### src/logic/icp_consts.vh
/*
  Shared constants of the instruction cycle pipeline: phase codes, opcode
  map of the instruction word, reset values and clock source settings.
  Assumes it is included by its bare name from the logic folder.
*/
`ifndef ICP_CONSTS_VH
`define ICP_CONSTS_VH

// ****************************************************************
// Phase codes, one instruction cycle is four phases
// ****************************************************************
`define ICP_PH_T1        2'h0
`define ICP_PH_T2        2'h1
`define ICP_PH_T3        2'h2
`define ICP_PH_T4        2'h3
`define ICP_NUM_PHASES   4

// ****************************************************************
// Clock source select and slow oscillator divide ratio
// ****************************************************************
`define ICP_SRC_FAST     1'b0
`define ICP_SRC_SLOW     1'b1
`define ICP_SLOW_DIV     8'h08

// ****************************************************************
// Widths and reset values
// ****************************************************************
`define ICP_PC_W         13
`define ICP_DM_AW        4
`define ICP_JT_W         12
`define ICP_PCL_W        8
`define ICP_PC_RST       13'h0000
`define ICP_ACC_RST      8'h00
`define ICP_NOP_WORD     16'h0000

// ****************************************************************
// Instruction word fields: [15:12] opcode, [11] indirect, [7:0] operand
// ****************************************************************
`define ICP_OPC_HI       15
`define ICP_OPC_LO       12
`define ICP_IND_BIT      11

`define ICP_OP_NOP       4'h0
`define ICP_OP_MOVI      4'h1
`define ICP_OP_ADD       4'h2
`define ICP_OP_AND       4'h3
`define ICP_OP_OR        4'h4
`define ICP_OP_XOR       4'h5
`define ICP_OP_RL        4'h6
`define ICP_OP_INC       4'h7
`define ICP_OP_DEC       4'h8
`define ICP_OP_MOVM      4'h9
`define ICP_OP_SZ        4'ha
`define ICP_OP_MOVPCL    4'hb
`define ICP_OP_LADD      4'hc
`define ICP_OP_JMP       4'hd
`define ICP_OP_CALL      4'he

`endif

### src/logic/icp_pipeline.v
/*
  Instruction cycle and pipeline control of a small 8-bit core with its
  8-bit arithmetic unit, accumulator and small data memory.
  Assumes program memory on core_clk_i returns the word at pm_addr_o
  by the last phase of the cycle in which it was requested.
*/
// What this block does
// - The system clock enable comes from the fast or the slow internal oscillator as selected.
// - The system clock is split into four phase clocks that never overlap.
// - At the start of the first phase the program counter advances and a new word is fetched.
// - Decode and execution run in the second, third and fourth phases.
// - One pass through the four phases is one instruction cycle.
// - Fetch of the next word overlaps execution so plain instructions take one cycle.
// - Standard instructions take one cycle, extended two, branches and calls one more.
// - A jump or call first takes its target, then branches and drops the prefetched word.
// - Any instruction that changes the program counter costs one extra cycle.
// - Arithmetic, logic, rotate, increment, decrement and skip tests use one 8-bit unit.
// - Data moves through the accumulator and unit; data memory is reached directly or indirectly.
// - A taken conditional skip drops the prefetched word and inserts a dummy cycle.
// - A write to the program counter low byte jumps within the 256-word page with a dummy cycle.
`timescale 1ns/1ps
`default_nettype none
`include "icp_consts.vh"

module icp_pipeline #(
  parameter           PC_W     = `ICP_PC_W,
  parameter           DM_AW    = `ICP_DM_AW,
  parameter [7:0]     SLOW_DIV = `ICP_SLOW_DIV
) (
  input  wire            core_clk_i,
  input  wire            rstn_i,
  input  wire            osc_sel_i,
  input  wire [15:0]     pm_data_i,
  output wire [PC_W-1:0] pm_addr_o,
  output wire            pm_rd_o,
  output wire [3:0]      quarter_phase_clocks_o,
  output wire            sys_tick_o,
  output wire            cycle_end_o,
  output wire            dummy_cycle_o,
  output wire [PC_W-1:0] exec_pc_o,
  output wire [7:0]      acc_o,
  output wire            call_push_o,
  output wire [PC_W-1:0] ret_addr_o
);

  // ****************************************************************
  // Reset release and clock source selection
  // ****************************************************************
  reg rst_sync1_ff;
  reg rst_n_ff;
  reg sel_meta_ff;
  reg sel_ff;
  reg [7:0] div_cnt_ff;
  wire      slow_tick;
  wire      sys_tick;

  always @(posedge core_clk_i or negedge rstn_i) begin
    if (!rstn_i) begin
      rst_sync1_ff <= 1'b0;
      rst_n_ff     <= 1'b0;
    end else begin
      rst_sync1_ff <= 1'b1;
      rst_n_ff     <= rst_sync1_ff;
    end
  end

  // Select pin may change at any time, so it is synchronised first
  always @(posedge core_clk_i or negedge rst_n_ff) begin
    if (!rst_n_ff) begin
      sel_meta_ff <= `ICP_SRC_FAST;
      sel_ff      <= `ICP_SRC_FAST;
      div_cnt_ff  <= 8'h00;
    end else begin
      sel_meta_ff <= osc_sel_i;
      sel_ff      <= sel_meta_ff;
      div_cnt_ff  <= slow_tick ? 8'h00 : div_cnt_ff + 8'h01;
    end
  end

  assign slow_tick = (div_cnt_ff == SLOW_DIV - 8'h01);
  // Fast source runs at the core rate, slow one is a divided enable
  assign sys_tick  = (sel_ff == `ICP_SRC_SLOW) ? slow_tick : 1'b1;

  // ****************************************************************
  // Phase generation
  // ****************************************************************
  wire [1:0] phase;
  wire       t2_tick;
  wire       t3_tick;
  wire       cyc_end;

  icp_phase_gen u_phase (
    .clk_i                  (core_clk_i),
    .rst_n_i                (rst_n_ff),
    .tick_i                 (sys_tick),
    .phase_o                (phase),
    .quarter_phase_clocks_o (quarter_phase_clocks_o)
  );

  assign t2_tick = sys_tick && (phase == `ICP_PH_T2);
  assign t3_tick = sys_tick && (phase == `ICP_PH_T3);
  assign cyc_end = sys_tick && (phase == `ICP_PH_T4);

  // ****************************************************************
  // Pipeline state
  // ****************************************************************
  reg [PC_W-1:0]  pc_ff;
  reg [PC_W-1:0]  ir_pc_ff;
  reg [15:0]      ir_ff;
  reg             bubble_ff;
  reg             ext_ff;
  reg [DM_AW-1:0] opnd_addr_ff;
  reg [7:0]       opnd_ff;
  reg [PC_W-1:0]  tgt_ff;
  reg [7:0]       acc_ff;
  reg             call_ff;
  reg [PC_W-1:0]  ret_addr_ff;
  reg [7:0]       dmem [0:(1<<DM_AW)-1];

  wire [3:0] opc;
  assign opc = ir_ff[`ICP_OPC_HI:`ICP_OPC_LO];

  // ****************************************************************
  // Arithmetic unit and pipeline decisions
  // ****************************************************************
  reg [7:0]      alu_res;
  reg            acc_we;
  reg            dm_we;
  reg            stall;
  reg            flush;
  reg            redirect;
  reg [PC_W-1:0] nxt_target;

  always @* begin
    alu_res    = acc_ff;
    acc_we     = 1'b0;
    dm_we      = 1'b0;
    stall      = 1'b0;
    flush      = 1'b0;
    redirect   = 1'b0;
    nxt_target = tgt_ff;
    if (!bubble_ff) begin
      case (opc)
        `ICP_OP_MOVI: begin
          alu_res = ir_ff[7:0];
          acc_we  = 1'b1;
        end
        `ICP_OP_ADD: begin
          alu_res = acc_ff + opnd_ff;
          acc_we  = 1'b1;
        end
        `ICP_OP_AND: begin
          alu_res = acc_ff & opnd_ff;
          acc_we  = 1'b1;
        end
        `ICP_OP_OR: begin
          alu_res = acc_ff | opnd_ff;
          acc_we  = 1'b1;
        end
        `ICP_OP_XOR: begin
          alu_res = acc_ff ^ opnd_ff;
          acc_we  = 1'b1;
        end
        `ICP_OP_RL: begin
          alu_res = {acc_ff[6:0], acc_ff[7]};
          acc_we  = 1'b1;
        end
        `ICP_OP_INC: begin
          alu_res = opnd_ff + 8'h01;
          dm_we   = 1'b1;
        end
        `ICP_OP_DEC: begin
          alu_res = opnd_ff - 8'h01;
          dm_we   = 1'b1;
        end
        `ICP_OP_MOVM: begin
          alu_res = acc_ff;
          dm_we   = 1'b1;
        end
        `ICP_OP_SZ: begin
          alu_res = opnd_ff;
          flush   = (alu_res == 8'h00);
        end
        `ICP_OP_MOVPCL: begin
          // Only the low byte moves, so the jump stays in the page
          redirect   = 1'b1;
          nxt_target = {ir_pc_ff[PC_W-1:`ICP_PCL_W], acc_ff};
        end
        `ICP_OP_LADD: begin
          stall   = !ext_ff;
          alu_res = acc_ff + opnd_ff;
          acc_we  = ext_ff;
        end
        `ICP_OP_JMP: begin
          redirect = 1'b1;
        end
        `ICP_OP_CALL: begin
          redirect = 1'b1;
        end
        default: begin
          alu_res = acc_ff;
        end
      endcase
    end
  end

  // ****************************************************************
  // Decode in the second phase, operand read in the third
  // ****************************************************************
  always @(posedge core_clk_i or negedge rst_n_ff) begin
    if (!rst_n_ff) begin
      opnd_addr_ff <= {DM_AW{1'b0}};
      opnd_ff      <= 8'h00;
      tgt_ff       <= `ICP_PC_RST;
    end else begin
      if (t2_tick) begin
        // Indirect access takes the address from data location zero
        opnd_addr_ff <= ir_ff[`ICP_IND_BIT] ? dmem[0][DM_AW-1:0]
                                             : ir_ff[DM_AW-1:0];
        tgt_ff       <= {ir_pc_ff[PC_W-1:`ICP_JT_W], ir_ff[`ICP_JT_W-1:0]};
      end
      if (t3_tick) begin
        opnd_ff <= dmem[opnd_addr_ff];
      end
    end
  end

  // ****************************************************************
  // Result write-back in the fourth phase
  // ****************************************************************
  integer i;
  always @(posedge core_clk_i or negedge rst_n_ff) begin
    if (!rst_n_ff) begin
      acc_ff <= `ICP_ACC_RST;
      for (i = 0; i < (1 << DM_AW); i = i + 1) begin
        dmem[i] <= 8'h00;
      end
    end else if (cyc_end) begin
      if (acc_we) begin
        acc_ff <= alu_res;
      end
      if (dm_we) begin
        dmem[opnd_addr_ff] <= alu_res;
      end
    end
  end

  // ****************************************************************
  // Fetch and program counter, stepped at each cycle boundary
  // ****************************************************************
  always @(posedge core_clk_i or negedge rst_n_ff) begin
    if (!rst_n_ff) begin
      pc_ff       <= `ICP_PC_RST;
      ir_pc_ff    <= `ICP_PC_RST;
      ir_ff       <= `ICP_NOP_WORD;
      bubble_ff   <= 1'b1;
      ext_ff      <= 1'b0;
      call_ff     <= 1'b0;
      ret_addr_ff <= `ICP_PC_RST;
    end else begin
      call_ff <= 1'b0;
      if (cyc_end) begin
        if (stall) begin
          // Extended word holds its place one more cycle, fetch repeats
          ext_ff <= 1'b1;
        end else begin
          ext_ff    <= 1'b0;
          ir_pc_ff  <= pc_ff;
          // Prefetched word is dropped when the flow changes
          ir_ff     <= (flush || redirect) ? `ICP_NOP_WORD : pm_data_i;
          bubble_ff <= flush || redirect;
          pc_ff     <= redirect ? nxt_target
                                : pc_ff + {{(PC_W-1){1'b0}}, 1'b1};
          if (!bubble_ff && (opc == `ICP_OP_CALL)) begin
            call_ff     <= 1'b1;
            ret_addr_ff <= ir_pc_ff + {{(PC_W-1){1'b0}}, 1'b1};
          end
        end
      end
    end
  end

  // ****************************************************************
  // Outputs
  // ****************************************************************
  assign pm_addr_o     = pc_ff;
  assign pm_rd_o       = quarter_phase_clocks_o[0];
  assign sys_tick_o    = sys_tick;
  assign cycle_end_o   = cyc_end;
  assign dummy_cycle_o = bubble_ff;
  assign exec_pc_o     = ir_pc_ff;
  assign acc_o         = acc_ff;
  assign call_push_o   = call_ff;
  assign ret_addr_o    = ret_addr_ff;

endmodule
`default_nettype wire

### src/logic/icp_phase_gen.v
/*
  Four phase generator. Steps one-hot through the quarter phases on each
  system clock enable. Assumes tick_i is a one-cycle enable on clk_i.
*/
`timescale 1ns/1ps
`default_nettype none
`include "icp_consts.vh"

module icp_phase_gen (
  input  wire       clk_i,
  input  wire       rst_n_i,
  input  wire       tick_i,
  output wire [1:0] phase_o,
  output wire [3:0] quarter_phase_clocks_o
);

  reg [1:0] phase_ff;
  wire [1:0] nxt_phase;

  // ****************************************************************
  // Phase counter, restarts at the first phase after reset
  // ****************************************************************
  assign nxt_phase = tick_i ? phase_ff + 2'h1 : phase_ff;

  always @(posedge clk_i or negedge rst_n_i) begin
    if (!rst_n_i) begin
      phase_ff <= `ICP_PH_T1;
    end else begin
      phase_ff <= nxt_phase;
    end
  end

  assign phase_o = phase_ff;

  // ****************************************************************
  // One-hot decode, exactly one phase active so they never overlap
  // ****************************************************************
  genvar g;
  generate
    for (g = 0; g < `ICP_NUM_PHASES; g = g + 1) begin : g_ph
      assign quarter_phase_clocks_o[g] = ({30'h0, phase_ff} == g);
    end
  endgenerate

endmodule
`default_nettype wire

### config.mk
export PLATFORM = sky130hd
export DESIGN_NAME = icp_pipeline
export DESIGN_NICKNAME = d
export VERILOG_FILES = /design/src/logic/icp_pipeline.v /design/src/logic/icp_phase_gen.v
export VERILOG_INCLUDE_DIRS = /design/src /design/src/logic
export SDC_FILE = /design/constraint.sdc
export NUM_CORES = 1
export LEC_CHECK = 0
export ABC_AREA = 0
export ABC_CLOCK_PERIOD_IN_PS = 9200
export BUFFER_PORTS_ARGS = -buffer_cell sky130_fd_sc_hd__buf_2
export CORE_MARGIN = 1
export CORE_UTILIZATION = 60
export DETAILED_ROUTE_END_ITERATION = 10
export PLACE_DENSITY = 0.79
export SLEW_MARGIN = 30
export SYNTH_ARGS = -nofsm -noshare
export SYNTH_HDL_FRONTEND = slang
export SYNTH_SLANG_ARGS = --single-unit
### constraint.sdc
create_clock -name core_clk_i -period 9.2 [get_ports core_clk_i]
set_clock_uncertainty 0.05 [all_clocks]
set_input_delay 2.3 -clock core_clk_i [delete_from_list [all_inputs] [get_ports core_clk_i]]
set_output_delay 2.3 -clock core_clk_i [all_outputs]
set_load 0.01 [all_outputs]
==> results of run 1 <==
[worst paths after layout]
check,end,slack (ns),depth (start not counted)
max in group asynchronous,rst_n_ff,7.49,1
max reg2reg,dmem[94],4.77,10
max,cycle_end_o,4.41,6
min in group core_clk_i,sel_ff,0.28,0
min reg2reg,u_phase.phase_o[1],0.18,0
min,u_phase.phase_o[1],0.18,0
[cells in the mapped netlist (5+ instances only)]
master / count
sky130_fd_sc_hd__mux4_2: 40
sky130_fd_sc_hd__buf_1: 7
sky130_fd_sc_hd__a21oi_1: 54
sky130_fd_sc_hd__o221ai_1: 8
sky130_fd_sc_hd__nand4_2: 6
sky130_fd_sc_hd__ha_1: 30
sky130_fd_sc_hd__nand3_1: 21
sky130_fd_sc_hd__clkbuf_1: 49
sky130_fd_sc_hd__and3_1: 8
sky130_fd_sc_hd__a22oi_1: 5
sky130_fd_sc_hd__a31oi_1: 5
sky130_fd_sc_hd__buf_2: 13
sky130_fd_sc_hd__mux2_2: 91
sky130_fd_sc_hd__xor2_1: 7
sky130_fd_sc_hd__nand2_1: 104
sky130_fd_sc_hd__o22ai_1: 5
sky130_fd_sc_hd__a221oi_1: 6
sky130_fd_sc_hd__nor2_1: 40
sky130_fd_sc_hd__nor3_2: 10
sky130_fd_sc_hd__a32oi_1: 6
sky130_fd_sc_hd__dfrtp_1: 232
sky130_fd_sc_hd__a22o_1: 18
sky130_fd_sc_hd__xnor2_1: 14
sky130_fd_sc_hd__nor3_1: 18
sky130_fd_sc_hd__nand2b_1: 9
sky130_fd_sc_hd__o21ai_0: 40
sky130_fd_sc_hd__o31ai_1: 52
sky130_fd_sc_hd__buf_4: 5
sky130_fd_sc_hd__inv_1: 33
sky130_fd_sc_hd__nand4_1: 19
sky130_fd_sc_hd__nor2b_1: 12
sky130_fd_sc_hd__mux2i_1: 58
[power by group through the flow]
stage,Sequential [mW],Clock (mW),Combinational [mW]
6_report,1.52,0.977,1.57
3_5_place_dp,1.53,0,1.53
5_1_grt,1.55,1.04,1.70
3_3_place_gp,1.52,0,1.49
4_1_cts,1.52,0.992,1.54
2_1_floorplan,1.44,0,1.10
[worst max-delay path: stages, from the launching register on]
cell,delay (ns)
sky130_fd_sc_hd__dfrtp_1,0.42
sky130_fd_sc_hd__or4_4,0.56
sky130_fd_sc_hd__o31a_4,0.32
sky130_fd_sc_hd__clkinv_4,0.23
sky130_fd_sc_hd__nand2_1,0.17
sky130_fd_sc_hd__inv_1,0.09
sky130_fd_sc_hd__buf_2,0.12
[placed cells by master, fill, tap and decap left out, types with 8 or more instances in the layout]
cell                        count
sky130_fd_sc_hd__dfrtp_1      230
sky130_fd_sc_hd__mux2i_1       58
sky130_fd_sc_hd__clkbuf_1       9
sky130_fd_sc_hd__nor2b_1       12
sky130_fd_sc_hd__buf_2         74
sky130_fd_sc_hd__nor2_1        37
sky130_fd_sc_hd__mux4_2        40
sky130_fd_sc_hd__and3_1         8
sky130_fd_sc_hd__o21ai_0       40
sky130_fd_sc_hd__xnor2_1       14
sky130_fd_sc_hd__nand2_1      103
sky130_fd_sc_hd__nand4_1       19
sky130_fd_sc_hd__mux2_2        91
sky130_fd_sc_hd__a21oi_1       54
sky130_fd_sc_hd__inv_1         33
sky130_fd_sc_hd__o221ai_1       8
sky130_fd_sc_hd__nor3_2        10
sky130_fd_sc_hd__a22o_1        18
sky130_fd_sc_hd__nor3_1        18
sky130_fd_sc_hd__o31ai_1       52
sky130_fd_sc_hd__buf_4         18
sky130_fd_sc_hd__nand3_1       21
sky130_fd_sc_hd__ha_1          30
sky130_fd_sc_hd__nand2b_1       9
sky130_fd_sc_hd__clkbuf_16     27
[cells by family after synthesis]
logic type      Yosys count  share of synthesized area (%)
compound gates          230                           12.8
xor+xnor                 21                           1.48
fa+ha+maj                31                           3.19
buf+inv                 111                           3.80
flops                   233                           47.0
mux                     189                           20.2
other cells               1                         0.0302
simple gates            273                           11.5
[sequential cells by signal, indices dropped and copies added, names as in the netlist, 8 cells and up]
signal and cells:
dmem 128, ir_ff 16, exec_pc_o 13, pm_addr_o 13, ret_addr_o 13, tgt_ff 13
acc_o 8, div_cnt_ff 8, opnd_ff 8
[area by class of cell]
| cell class | count | area [um2] | area share, % |
|---|---|---|---|
| Clock inverter | 6 | 40.0 | 0.290 |
| Tap cell | 270 | 338 | 2.45 |
| Sequential cell | 233 | 5840 | 42.3 |
| Inverter | 35 | 136 | 0.988 |
| Clock buffer | 40 | 764 | 5.54 |
| Multi-Input combinational cell | 745 | 6130 | 44.4 |
| Timing Repair Buffer | 94 | 553 | 4.01 |
[metal layers]
layer	GRT usage, %	up-vias	wire [um]
met3	4.26	72	2340
met5	0	-	0
met1	41.6	4616	12600
met4	9.63	0	865
li1	-	4141	-
met2	46.3	388	14500
==> results.json, run 1 <==
{
  "crit_path_end_kind": "primary output",
  "power_density_nw_per_um2": 295,
  "yosys_reg_bits": 233,
  "die_width_um": 146,
  "route.vias.total": 9217,
  "grtUsageTotal_pct": 29.2,
  "insertion_delay_to_the_later_sink_of_the_worst_skew_pair_ns": 0.53,
  "port-buffer-count": 74,
  "async_flop_share_pct": 100,
  "whs_ns": 0.184,
  "final_nets": 1185,
  "pin_count": 75,
  "area.growth.synth_to_final_pct": 11.2,
  "prevailing_post_synth_register_cell": "sky130_fd_sc_hd__dfrtp_1",
  "regToRegStartpoint": "ir_ff[15]",
  "power.internal_mw": 2.37,
  "status": "complete, no violations",
  "antenna_cells": 0,
  "final_non_filler_cell_area_um2": 13800,
  "place_ws_ns": 4.68,
  "slew_headroom_pct": 38.4,
  "worst_slew_pin_slew_ns": 0.923,
  "power.combinational.fraction_pct": 38.6,
  "cts-root-to-sink-buffers": 3,
  "cts.sinks": 233,
  "synth_top_area_cell": "sky130_fd_sc_hd__dfrtp_1",
  "yosys-top-cells-area": "sky130_fd_sc_hd__dfrtp_1 (47%), sky130_fd_sc_hd__mux2_2 (8.3%), sky130_fd_sc_hd__mux4_2 (7.3%), sky130_fd_sc_hd__mux2i_1 (4.7%), sky130_fd_sc_hd__nand2_1 (3.1%)",
  "synthesis_warnings": 0,
  "detail_route.first_pass.iterations": 6,
  "finalCoreUtilization_pct": 68.2,
  "grt-ovfl-total": 0,
  "worstPathMaxFanout": 27,
  "grt_max_degree": 159,
  "num_rows": 52,
  "number_of_flops_mapped_to_enable_cells_by_yosys": 0,
  "fill_cells": 1492,
  "cts-root-buf": "sky130_fd_sc_hd__clkbuf_16",
  "syn_area_per_cell_um2": 11.4,
  "postRouteAntennaNets": 0,
  "worst_setup_path_startpoint": "div_cnt_ff[3]",
  "netSwitchingPower_mw": 1.70,
  "postSynthCellCount": 1089,
  "starting_density_of_the_core_pct": 61.3,
  "path_class": "register to primary output",
  "mappedNetlistArea_um2": 12400,
  "clock_tree.htree_level_count": 1,
  "finalMaxSlewViolations": 0,
  "pwr-share-seq_pct": 37.4,
  "dp.final_hpwl_um": 19800,
  "drt_wl_total_um": 30300,
  "top_cell_type_s_share_of_synthesized_area_pct": 46.8,
  "arrival_ns": 2.44,
  "detailed_place.area_um2": 13000,
  "cts_made_buffers": 26,
  "floorplan_die_height_um": 146,
  "max_cap_violations": 0,
  "cellLeakagePower_nw": 6.68,
  "tritoncts_clock_tree": "yes",
  "seq_total_area_yosys_pct": 47.0,
  "switching_share_pct": 41.7,
  "drt-vias-per-instance": 6.48,
  "final_layout_size_suffix_gt1_share_pct": 26.1,
  "synth.lib_cells_used.distinct": 69,
  "power.ir.vdd_worst_v": 0.000179,
  "power.total_mw": 4.07,
  "remaining_drc_errors": 0,
  "hold_viol": 0,
  "initial_antenna_violation_count": 0,
  "power.share.clock_pct": 24.0,
  "fp.dieArea_um2": 21300,
  "postCtsResizedCells": 0,
  "core-area_um2": 20200,
  "grt_setup_unrepaired": "false",
  "place_congestion": 0.941,
  "route.detailed.wl_per_inst_um": 21.3,
  "global_route_wire_length_before_repair_um": 49400,
  "post_cts_setup_bufs": 0,
  "finalCritPeriodShare_pct": 52.1,
  "setup_violations": 0,
  "setup_ws_ns": 4.41,
  "endpoint_required_time_on_the_critical_path_ns": 6.85,
  "tns_ns": 0,
  "instances_no_fill": 1423,
  "first_iter_violations": 908,
  "clk_pin_slew_worst_paths_ns": 0.06,
  "max_freq_mhz": 209,
  "cts_hold_buffers": 0,
  "post-place-cells": 1376,
  "worst_setup_path_start_kind": "register",
  "via_count_of_the_first_global_routing_pass": 8973,
  "synth.net_count": 1139,
  "hp-class": "register to asynchronous set/reset pin",
  "timing.final.crit_period_ns": 4.79
}
(Power assumes the default switching activity.)
==> run 2: changes to the inputs <==
--- a/config.mk
+++ b/config.mk
@@ -7,12 +7,12 @@
 export NUM_CORES = 1
 export LEC_CHECK = 0
 export ABC_AREA = 0
-export ABC_CLOCK_PERIOD_IN_PS = 9200
+export ABC_CLOCK_PERIOD_IN_PS = 3950
 export BUFFER_PORTS_ARGS = -buffer_cell sky130_fd_sc_hd__buf_2
 export CORE_MARGIN = 1
-export CORE_UTILIZATION = 60
+export CORE_UTILIZATION = 56
 export DETAILED_ROUTE_END_ITERATION = 10
-export PLACE_DENSITY = 0.79
+export PLACE_DENSITY = 0.77
 export SLEW_MARGIN = 30
 export SYNTH_ARGS = -nofsm -noshare
 export SYNTH_HDL_FRONTEND = slang
==> constraint.sdc (replaced) <==
create_clock -name core_clk_i -period 3.95 [get_ports core_clk_i]
set_clock_uncertainty 0.05 [all_clocks]
set_input_delay 0.9875 -clock core_clk_i [delete_from_list [all_inputs] [get_ports core_clk_i]]
set_output_delay 0.9875 -clock core_clk_i [all_outputs]
set_load 0.01 [all_outputs]
==> run 2 against run 1 <==
  * Via count shrank 0.31%
  * Clock power grew 150%
  * Setup slack lost 4.2 ns
  * Critical path type is now register to register
  * Register-to-register slack lost 4.5 ns
  * Sequential power grew 130%
==> results.json, run 2 (synthesis gave the netlist of run 1 again) <==
{
  "largest_register_by_flop_count": "dmem",
  "place_congestion": 0.963,
  "final_nets": 1201,
  "grtUsageTotal_pct": 27.6,
  "die_width_um": 151,
  "antenna_cells": 0,
  "crit_path_end_kind": "register",
  "cts.sinks": 233,
  "status": "complete, no violations",
  "clock_tree.htree_level_count": 1,
  "area.growth.synth_to_final_pct": 12.6,
  "grt-ovfl-total": 0,
  "detailed_place.area_um2": 13100,
  "path_class": "register to register",
  "cts-root-to-sink-buffers": 3,
  "num_rows": 54,
  "grt_setup_unrepaired": "false",
  "max_reg_flops": 128,
  "place_ws_ns": 0.153,
  "clk_pin_slew_worst_paths_ns": 0.06,
  "grt_max_degree": 73,
  "most-common-layout-cells": "sky130_fd_sc_hd__dfrtp_1 (230), sky130_fd_sc_hd__nand2_1 (104), sky130_fd_sc_hd__mux2_2 (91)",
  "route.detailed.wl_per_inst_um": 21.3,
  "whs_ns": 0.187,
  "fp.dieArea_um2": 22800,
  "final_layout_size_suffix_gt1_share_pct": 26.9,
  "power_density_nw_per_um2": 695,
  "power.share.clock_pct": 24.7,
  "biggestRegsByFlops": "dmem x128, ir_ff x16",
  "core-area_um2": 21800,
  "drt_wl_total_um": 30900,
  "worst_slew_pin_slew_ns": 0.959,
  "endpoint_required_time_on_the_critical_path_ns": 4.36,
  "worstPathMaxFanout": 10,
  "pin_count": 75,
  "floorplan_die_height_um": 151,
  "power.combinational.fraction_pct": 38.8,
  "route.vias.total": 9188,
  "postRouteAntennaNets": 0,
  "pwr-share-seq_pct": 36.5,
  "setup_ws_ns": 0.242,
  "global_route_wire_length_before_repair_um": 49100,
  "final_non_filler_cell_area_um2": 14000,
  "power.total_mw": 9.71,
  "tns_ns": 0,
  "finalMaxSlewViolations": 0,
  "cts_made_buffers": 26,
  "finalCoreUtilization_pct": 64.2,
  "tritoncts_clock_tree": "yes",
  "slew_headroom_pct": 35.9,
  "finalCritPeriodShare_pct": 93.9,
  "arrival_ns": 4.12,
  "hp-class": "input port to asynchronous set/reset pin",
  "power.ir.vdd_worst_v": 0.000412,
  "fill_cells": 1665,
  "cellLeakagePower_nw": 6.78,
  "cts-root-buf": "sky130_fd_sc_hd__clkbuf_16",
  "register_area_um2": 5840,
  "max_freq_mhz": 270,
  "hold_viol": 0,
  "netSwitchingPower_mw": 4.00,
  "multi_input_area_um2": 6130,
  "insertion_delay_to_the_later_sink_of_the_worst_skew_pair_ns": 0.53,
  "power.internal_mw": 5.71,
  "post_cts_setup_bufs": 0,
  "timing.final.crit_period_ns": 3.71,
  "remaining_drc_errors": 0,
  "detail_route.first_pass.iterations": 5,
  "most_frequent_standard_cell_in_the_layout_excluding_fill_and_tap_cells": "sky130_fd_sc_hd__dfrtp_1",
  "switching_share_pct": 41.2,
  "initial_antenna_violation_count": 0,
  "via_count_of_the_first_global_routing_pass": 9023,
  "dp.final_hpwl_um": 20600,
  "setup_violations": 0,
  "first_iter_violations": 748,
  "port-buffer-count": 74,
  "post-place-cells": 1403,
  "instances_no_fill": 1451,
  "worst_setup_path_start_kind": "register",
  "max_cap_violations": 0,
  "starting_density_of_the_core_pct": 57.0,
  "drt-vias-per-instance": 6.33
}
==> run 2: cell types whose count changed in the layout (fill, tap and decap cells not counted), sizes merged <==
cell / change
clkbuf: +4
bufinv: +1
inv: -1
buf: +16
clkinv: -2
==> run 2: final timing paths <==
kind,to,slack [ns],cells after the start,from
max,dmem[102],0.24,11,ir_ff[14]
min,rst_n_ff,0.19,1,rstn_i
max reg2reg,dmem[102],0.24,11,ir_ff[14]
min reg2reg,dmem[57],0.25,0,rst_n_ff
max in group asynchronous,dmem[75],2.58,1,rst_n_ff
min in group core_clk_i,rst_n_ff,0.29,0,rst_sync1_ff
==> run 2: final cells by class <==
class / count / area share (%)
Timing Repair Buffer: 110 / 4.76
Multi-Input combinational cell: 745 / 43.9
Clock inverter: 4 / 0.376
Sequential cell: 233 / 41.8
Clock buffer: 44 / 5.72
Inverter: 35 / 0.976
Tap cell: 280 / 2.51
==> run 2: timing repair <==
action / CTS / global route
hold buffers: 0 / 0
endpoints found under the setup margin: 0 / 7
gates resized for setup: 0 / 2
==> run 2: worst max-delay path, cell delays in order (launching register included) <==
cell and delay [ns]:
sky130_fd_sc_hd__dfrtp_1 0.48, sky130_fd_sc_hd__nor3b_2 0.23, sky130_fd_sc_hd__a21oi_1 0.07, sky130_fd_sc_hd__or3_1 0.34
sky130_fd_sc_hd__ha_1 0.22, sky130_fd_sc_hd__fa_1 0.42, sky130_fd_sc_hd__a211o_1 0.34, sky130_fd_sc_hd__a2111oi_0 0.47
sky130_fd_sc_hd__o41ai_2 0.19, sky130_fd_sc_hd__a22oi_2 0.46, sky130_fd_sc_hd__buf_4 0.24, sky130_fd_sc_hd__mux2_2 0.15
==> run 2: power by group through the flow <==
| stage | registers [mW] | clock network (mW) | logic (mW) |
|---|---|---|---|
| 4_1_cts | 3.52 | 2.42 | 3.72 |
| 5_1_grt | 3.60 | 2.52 | 4.10 |
| 6_report | 3.54 | 2.40 | 3.77 |
| 2_1_floorplan | 3.35 | 0 | 2.56 |
| 3_5_place_dp | 3.55 | 0 | 3.69 |
| 3_3_place_gp | 3.53 | 0 | 3.60 |
==> run 2: layer usage <==
metal	global-route usage, %	part of all wire, %	vias to the layer above
met4	8.20	2.2	0
li1	-	-	4172
met3	4.19	6.9	65
met2	44.7	48	369
met1	38.6	43	4582
met5	0	0	-
==> run 3: changes to the inputs <==
--- a/config.mk
+++ b/config.mk
@@ -6,14 +6,15 @@
 export SDC_FILE = /design/constraint.sdc
 export NUM_CORES = 1
 export LEC_CHECK = 0
-export ABC_AREA = 0
+export ABC_AREA = 1
 export ABC_CLOCK_PERIOD_IN_PS = 3950
 export BUFFER_PORTS_ARGS = -buffer_cell sky130_fd_sc_hd__buf_2
 export CORE_MARGIN = 1
-export CORE_UTILIZATION = 56
+export CORE_UTILIZATION = 55
 export DETAILED_ROUTE_END_ITERATION = 10
-export PLACE_DENSITY = 0.77
-export SLEW_MARGIN = 30
+export GPL_TIMING_DRIVEN = 0
+export PLACE_DENSITY = 0.76
+export SLEW_MARGIN = 20
 export SYNTH_ARGS = -nofsm -noshare
 export SYNTH_HDL_FRONTEND = slang
 export SYNTH_SLANG_ARGS = --single-unit
==> run 3 against run 2 <==
  * Synthesized cell count is 31% higher
  * Worst hold slack hardly changed
  * Largest cell class is now registers
  * Cell area down 5.1%
  * Die area fell by 4.4%
  * Utilization is 0.50 points higher
  * Total power grew 3.4%
  * Wire length increased by 11%
  * Combinational power up 12%
  * Flip-flop and latch count stayed put
  * Non-clock buffer count is 30 higher
==> results.json, run 3 <==
{
  "grt_setup_unrepaired": "false",
  "power.total_mw": 10.0,
  "met2WireLength_um": 15600,
  "cts_made_buffers": 25,
  "postCtsResizedCells": 0,
  "top_cell_type_s_share_of_synthesized_area_pct": 49.9,
  "pin_count": 75,
  "seq_total_area_yosys_pct": 50.1,
  "met3_wirelength_um": 3210,
  "tritoncts_clock_tree": "yes",
  "die_width_um": 147,
  "antenna_cells": 0,
  "fill_cells": 1767,
  "finalCritPeriodShare_pct": 82.6,
  "power.internal_mw": 5.46,
  "area.growth.synth_to_final_pct": 14.0,
  "core-area_um2": 20500,
  "m1WireLength_um": 14100,
  "top_layer": "met4",
  "via_count_of_the_first_global_routing_pass": 10200,
  "largest_register_by_flop_count": "dmem",
  "fp.dieArea_um2": 21800,
  "setup.reg_to_reg.worst_slack_ns": 0.69,
  "post-place-cells": 1773,
  "first_iter_violations": 906,
  "prevailing_post_synth_register_cell": "sky130_fd_sc_hd__dfrtp_1",
  "max_freq_mhz": 307,
  "place_ws_ns": 0.743,
  "async_flop_share_pct": 100,
  "instances_no_fill": 1818,
  "number_of_flops_mapped_to_enable_cells_by_yosys": 0,
  "starting_density_of_the_core_pct": 56.8,
  "grtUsageTotal_pct": 32.3,
  "power.share.clock_pct": 23.3,
  "timing.final.crit_period_ns": 3.26,
  "remaining_drc_errors": 0,
  "final_layout_size_suffix_gt1_share_pct": 12.0,
  "crit_reg_reg_endpoint": "dmem[108]",
  "finalMaxSlewViolations": 0,
  "endpoint_required_time_on_the_critical_path_ns": 4.27,
  "post_cts_setup_bufs": 0,
  "port-buffer-count": 74,
  "register_area_um2": 5840,
  "cts-root-buf": "sky130_fd_sc_hd__clkbuf_16",
  "synthesis_warnings": 0,
  "cts-root-to-sink-buffers": 3,
  "status": "complete, no violations",
  "mappedNetlistArea_um2": 11600,
  "worst_setup_path_start_kind": "register",
  "netSwitchingPower_mw": 4.58,
  "power.ir.vdd_worst_v": 0.000340,
  "max_reg_flops": 128,
  "switching_share_pct": 45.6,
  "yosys.cell_count.top_type": "sky130_fd_sc_hd__nand2_1",
  "hp-class": "input port to asynchronous set/reset pin",
  "initial_antenna_violation_count": 0,
  "most_frequent_standard_cell_in_the_layout_excluding_fill_and_tap_cells": "sky130_fd_sc_hd__nand2_1",
  "synth_top_area_cell": "sky130_fd_sc_hd__dfrtp_1",
  "synth_common_cells": "sky130_fd_sc_hd__nand2_1 (466), sky130_fd_sc_hd__dfrtp_1 (232), sky130_fd_sc_hd__o21ai_0 (150), sky130_fd_sc_hd__nand3_1 (108), sky130_fd_sc_hd__inv_1 (99)",
  "route.detailed.wl_per_inst_um": 19.0,
  "insertion_delay_to_the_later_sink_of_the_worst_skew_pair_ns": 0.53,
  "grt-ovfl-total": 0,
  "finalCoreUtilization_pct": 64.7,
  "worst_slew_pin_slew_ns": 0.863,
  "regToRegStartpoint": "ir_ff[12]",
  "drt-vias-per-instance": 5.85,
  "synth.net_count": 1475,
  "drt_wl_total_um": 34500,
  "global_route_wire_length_before_repair_um": 54600,
  "r2r_cells": 14,
  "clk_pin_slew_worst_paths_ns": 0.07,
  "path_class": "register to register",
  "setup_violations": 0,
  "yosys_reg_bits": 233,
  "multi_input_area_um2": 5160,
  "postSynthCellCount": 1425,
  "cellLeakagePower_nw": 6.62,
  "num_rows": 52,
  "setup_ws_ns": 0.688,
  "synth.lib_cells_used.distinct": 39,
  "hold_viol": 0,
  "power.combinational.fraction_pct": 41.9,
  "slew_headroom_pct": 42.5,
  "route.vias.total": 10600,
  "syn_area_per_cell_um2": 8.17,
  "yosys-top-cells-area": "sky130_fd_sc_hd__dfrtp_1 (50%), sky130_fd_sc_hd__nand2_1 (15%), sky130_fd_sc_hd__o21ai_0 (6.4%), sky130_fd_sc_hd__nand3_1 (4.6%), sky130_fd_sc_hd__a22oi_1 (3.3%)",
  "dp.final_hpwl_um": 24500,
  "detail_route.first_pass.iterations": 6,
  "biggestRegsByFlops": "dmem x128, ir_ff x16",
  "place_congestion": 0.996,
  "crit_path_end_kind": "register",
  "most-common-layout-cells": "sky130_fd_sc_hd__nand2_1 (466), sky130_fd_sc_hd__dfrtp_1 (231), sky130_fd_sc_hd__o21ai_0 (150)",
  "floorplan_die_height_um": 147,
  "power_density_nw_per_um2": 757,
  "clock_tree.htree_level_count": 1,
  "arrival_ns": 3.59,
  "max_cap_violations": 0,
  "grt_max_degree": 56,
  "worstPathMaxFanout": 10,
  "cts.sinks": 233,
  "pwr-share-seq_pct": 34.7,
  "final_nets": 1580,
  "postRouteAntennaNets": 0,
  "cts_hold_buffers": 0
}
run 3: metal layers:
| layer | global-route usage [%] | vias to the layer above |
|---|---|---|
| met5 | 0 | - |
| met4 | 12.8 | 0 |
| met3 | 6.42 | 107 |
| met2 | 50.7 | 531 |
| met1 | 44.2 | 5053 |
| li1 | - | 4937 |
run 3: cell families after synthesis:
family,share of synthesized area (%)
and+or+nand+nor,26.0
AOI/OAI and AO/OA,13.0
DFF,50.1
buffers and inverters,5.62
adders and majority gates,3.40
xor gates and xnor gates,1.81
other,0.0322
run 3: critical path, cell delays in order (launching register included):
cell and delay [ns]:
sky130_fd_sc_hd__dfrtp_1 0.46, sky130_fd_sc_hd__nor2_2 0.23, sky130_fd_sc_hd__nand2_1 0.13, sky130_fd_sc_hd__nand2_1 0.15, sky130_fd_sc_hd__nand2_1 0.07, sky130_fd_sc_hd__ha_1 0.23, sky130_fd_sc_hd__fa_1 0.43, sky130_fd_sc_hd__nand3_1 0.11
sky130_fd_sc_hd__nand2_1 0.06, sky130_fd_sc_hd__or2_2 0.28, sky130_fd_sc_hd__nand3_1 0.08, sky130_fd_sc_hd__nand3_1 0.09, sky130_fd_sc_hd__nand2_2 0.24, sky130_fd_sc_hd__buf_2 0.36, sky130_fd_sc_hd__o21ai_0 0.13
run 3: worst max path at each step:
stage	start	end	slack, ns	cells after the start
4_1_cts	ir_ff[12]	dmem[108]	0.73	14
2_1_floorplan	rst_n_ff	acc_o[0]	0.07	0
6_report	ir_ff[12]	dmem[108]	0.69	14
3_5_place_dp	ir_ff[12]	dmem[108]	0.74	14
3_3_place_gp	rst_n_ff	dmem[52]	-1.28	0
5_1_grt	ir_ff[12]	acc_o[7]	0.52	16
run 3: stage by stage:
| stage | setup TNS, ns | cell area (um2) | hold slack [ns] |
|---|---|---|---|
| finish | 0 | 13300 | 0.187 |
| global route | 0 | 13300 | 0.182 |
| CTS | 0 | 13300 | 0.179 |
| detailed placement | 0 | 12400 | 0.290 |
| global placement | -291.06 | 12400 | 0.283 |
| floorplan | 0 | 11600 | 0.281 |
run 3: layout make-up:
class	count	area share, %
clock buffers	35	5.37
repair buffers	78	3.51
plain buffers	62	2.07
flip-flops and latches	233	44.0
clock inverters	10	0.802
inverters	101	2.86
multi-input cells	1029	38.9
well taps	270	2.55
run 3: power groups by stage:
stage | clock network [mW] | logic, mW | registers (mW)
6_report | 2.34 | 4.21 | 3.49
5_1_grt | 2.45 | 4.59 | 3.55
4_1_cts | 2.37 | 4.12 | 3.48
3_5_place_dp | 0 | 4.10 | 3.51
3_3_place_gp | 0 | 3.98 | 3.53
2_1_floorplan | 0 | 2.56 | 3.45
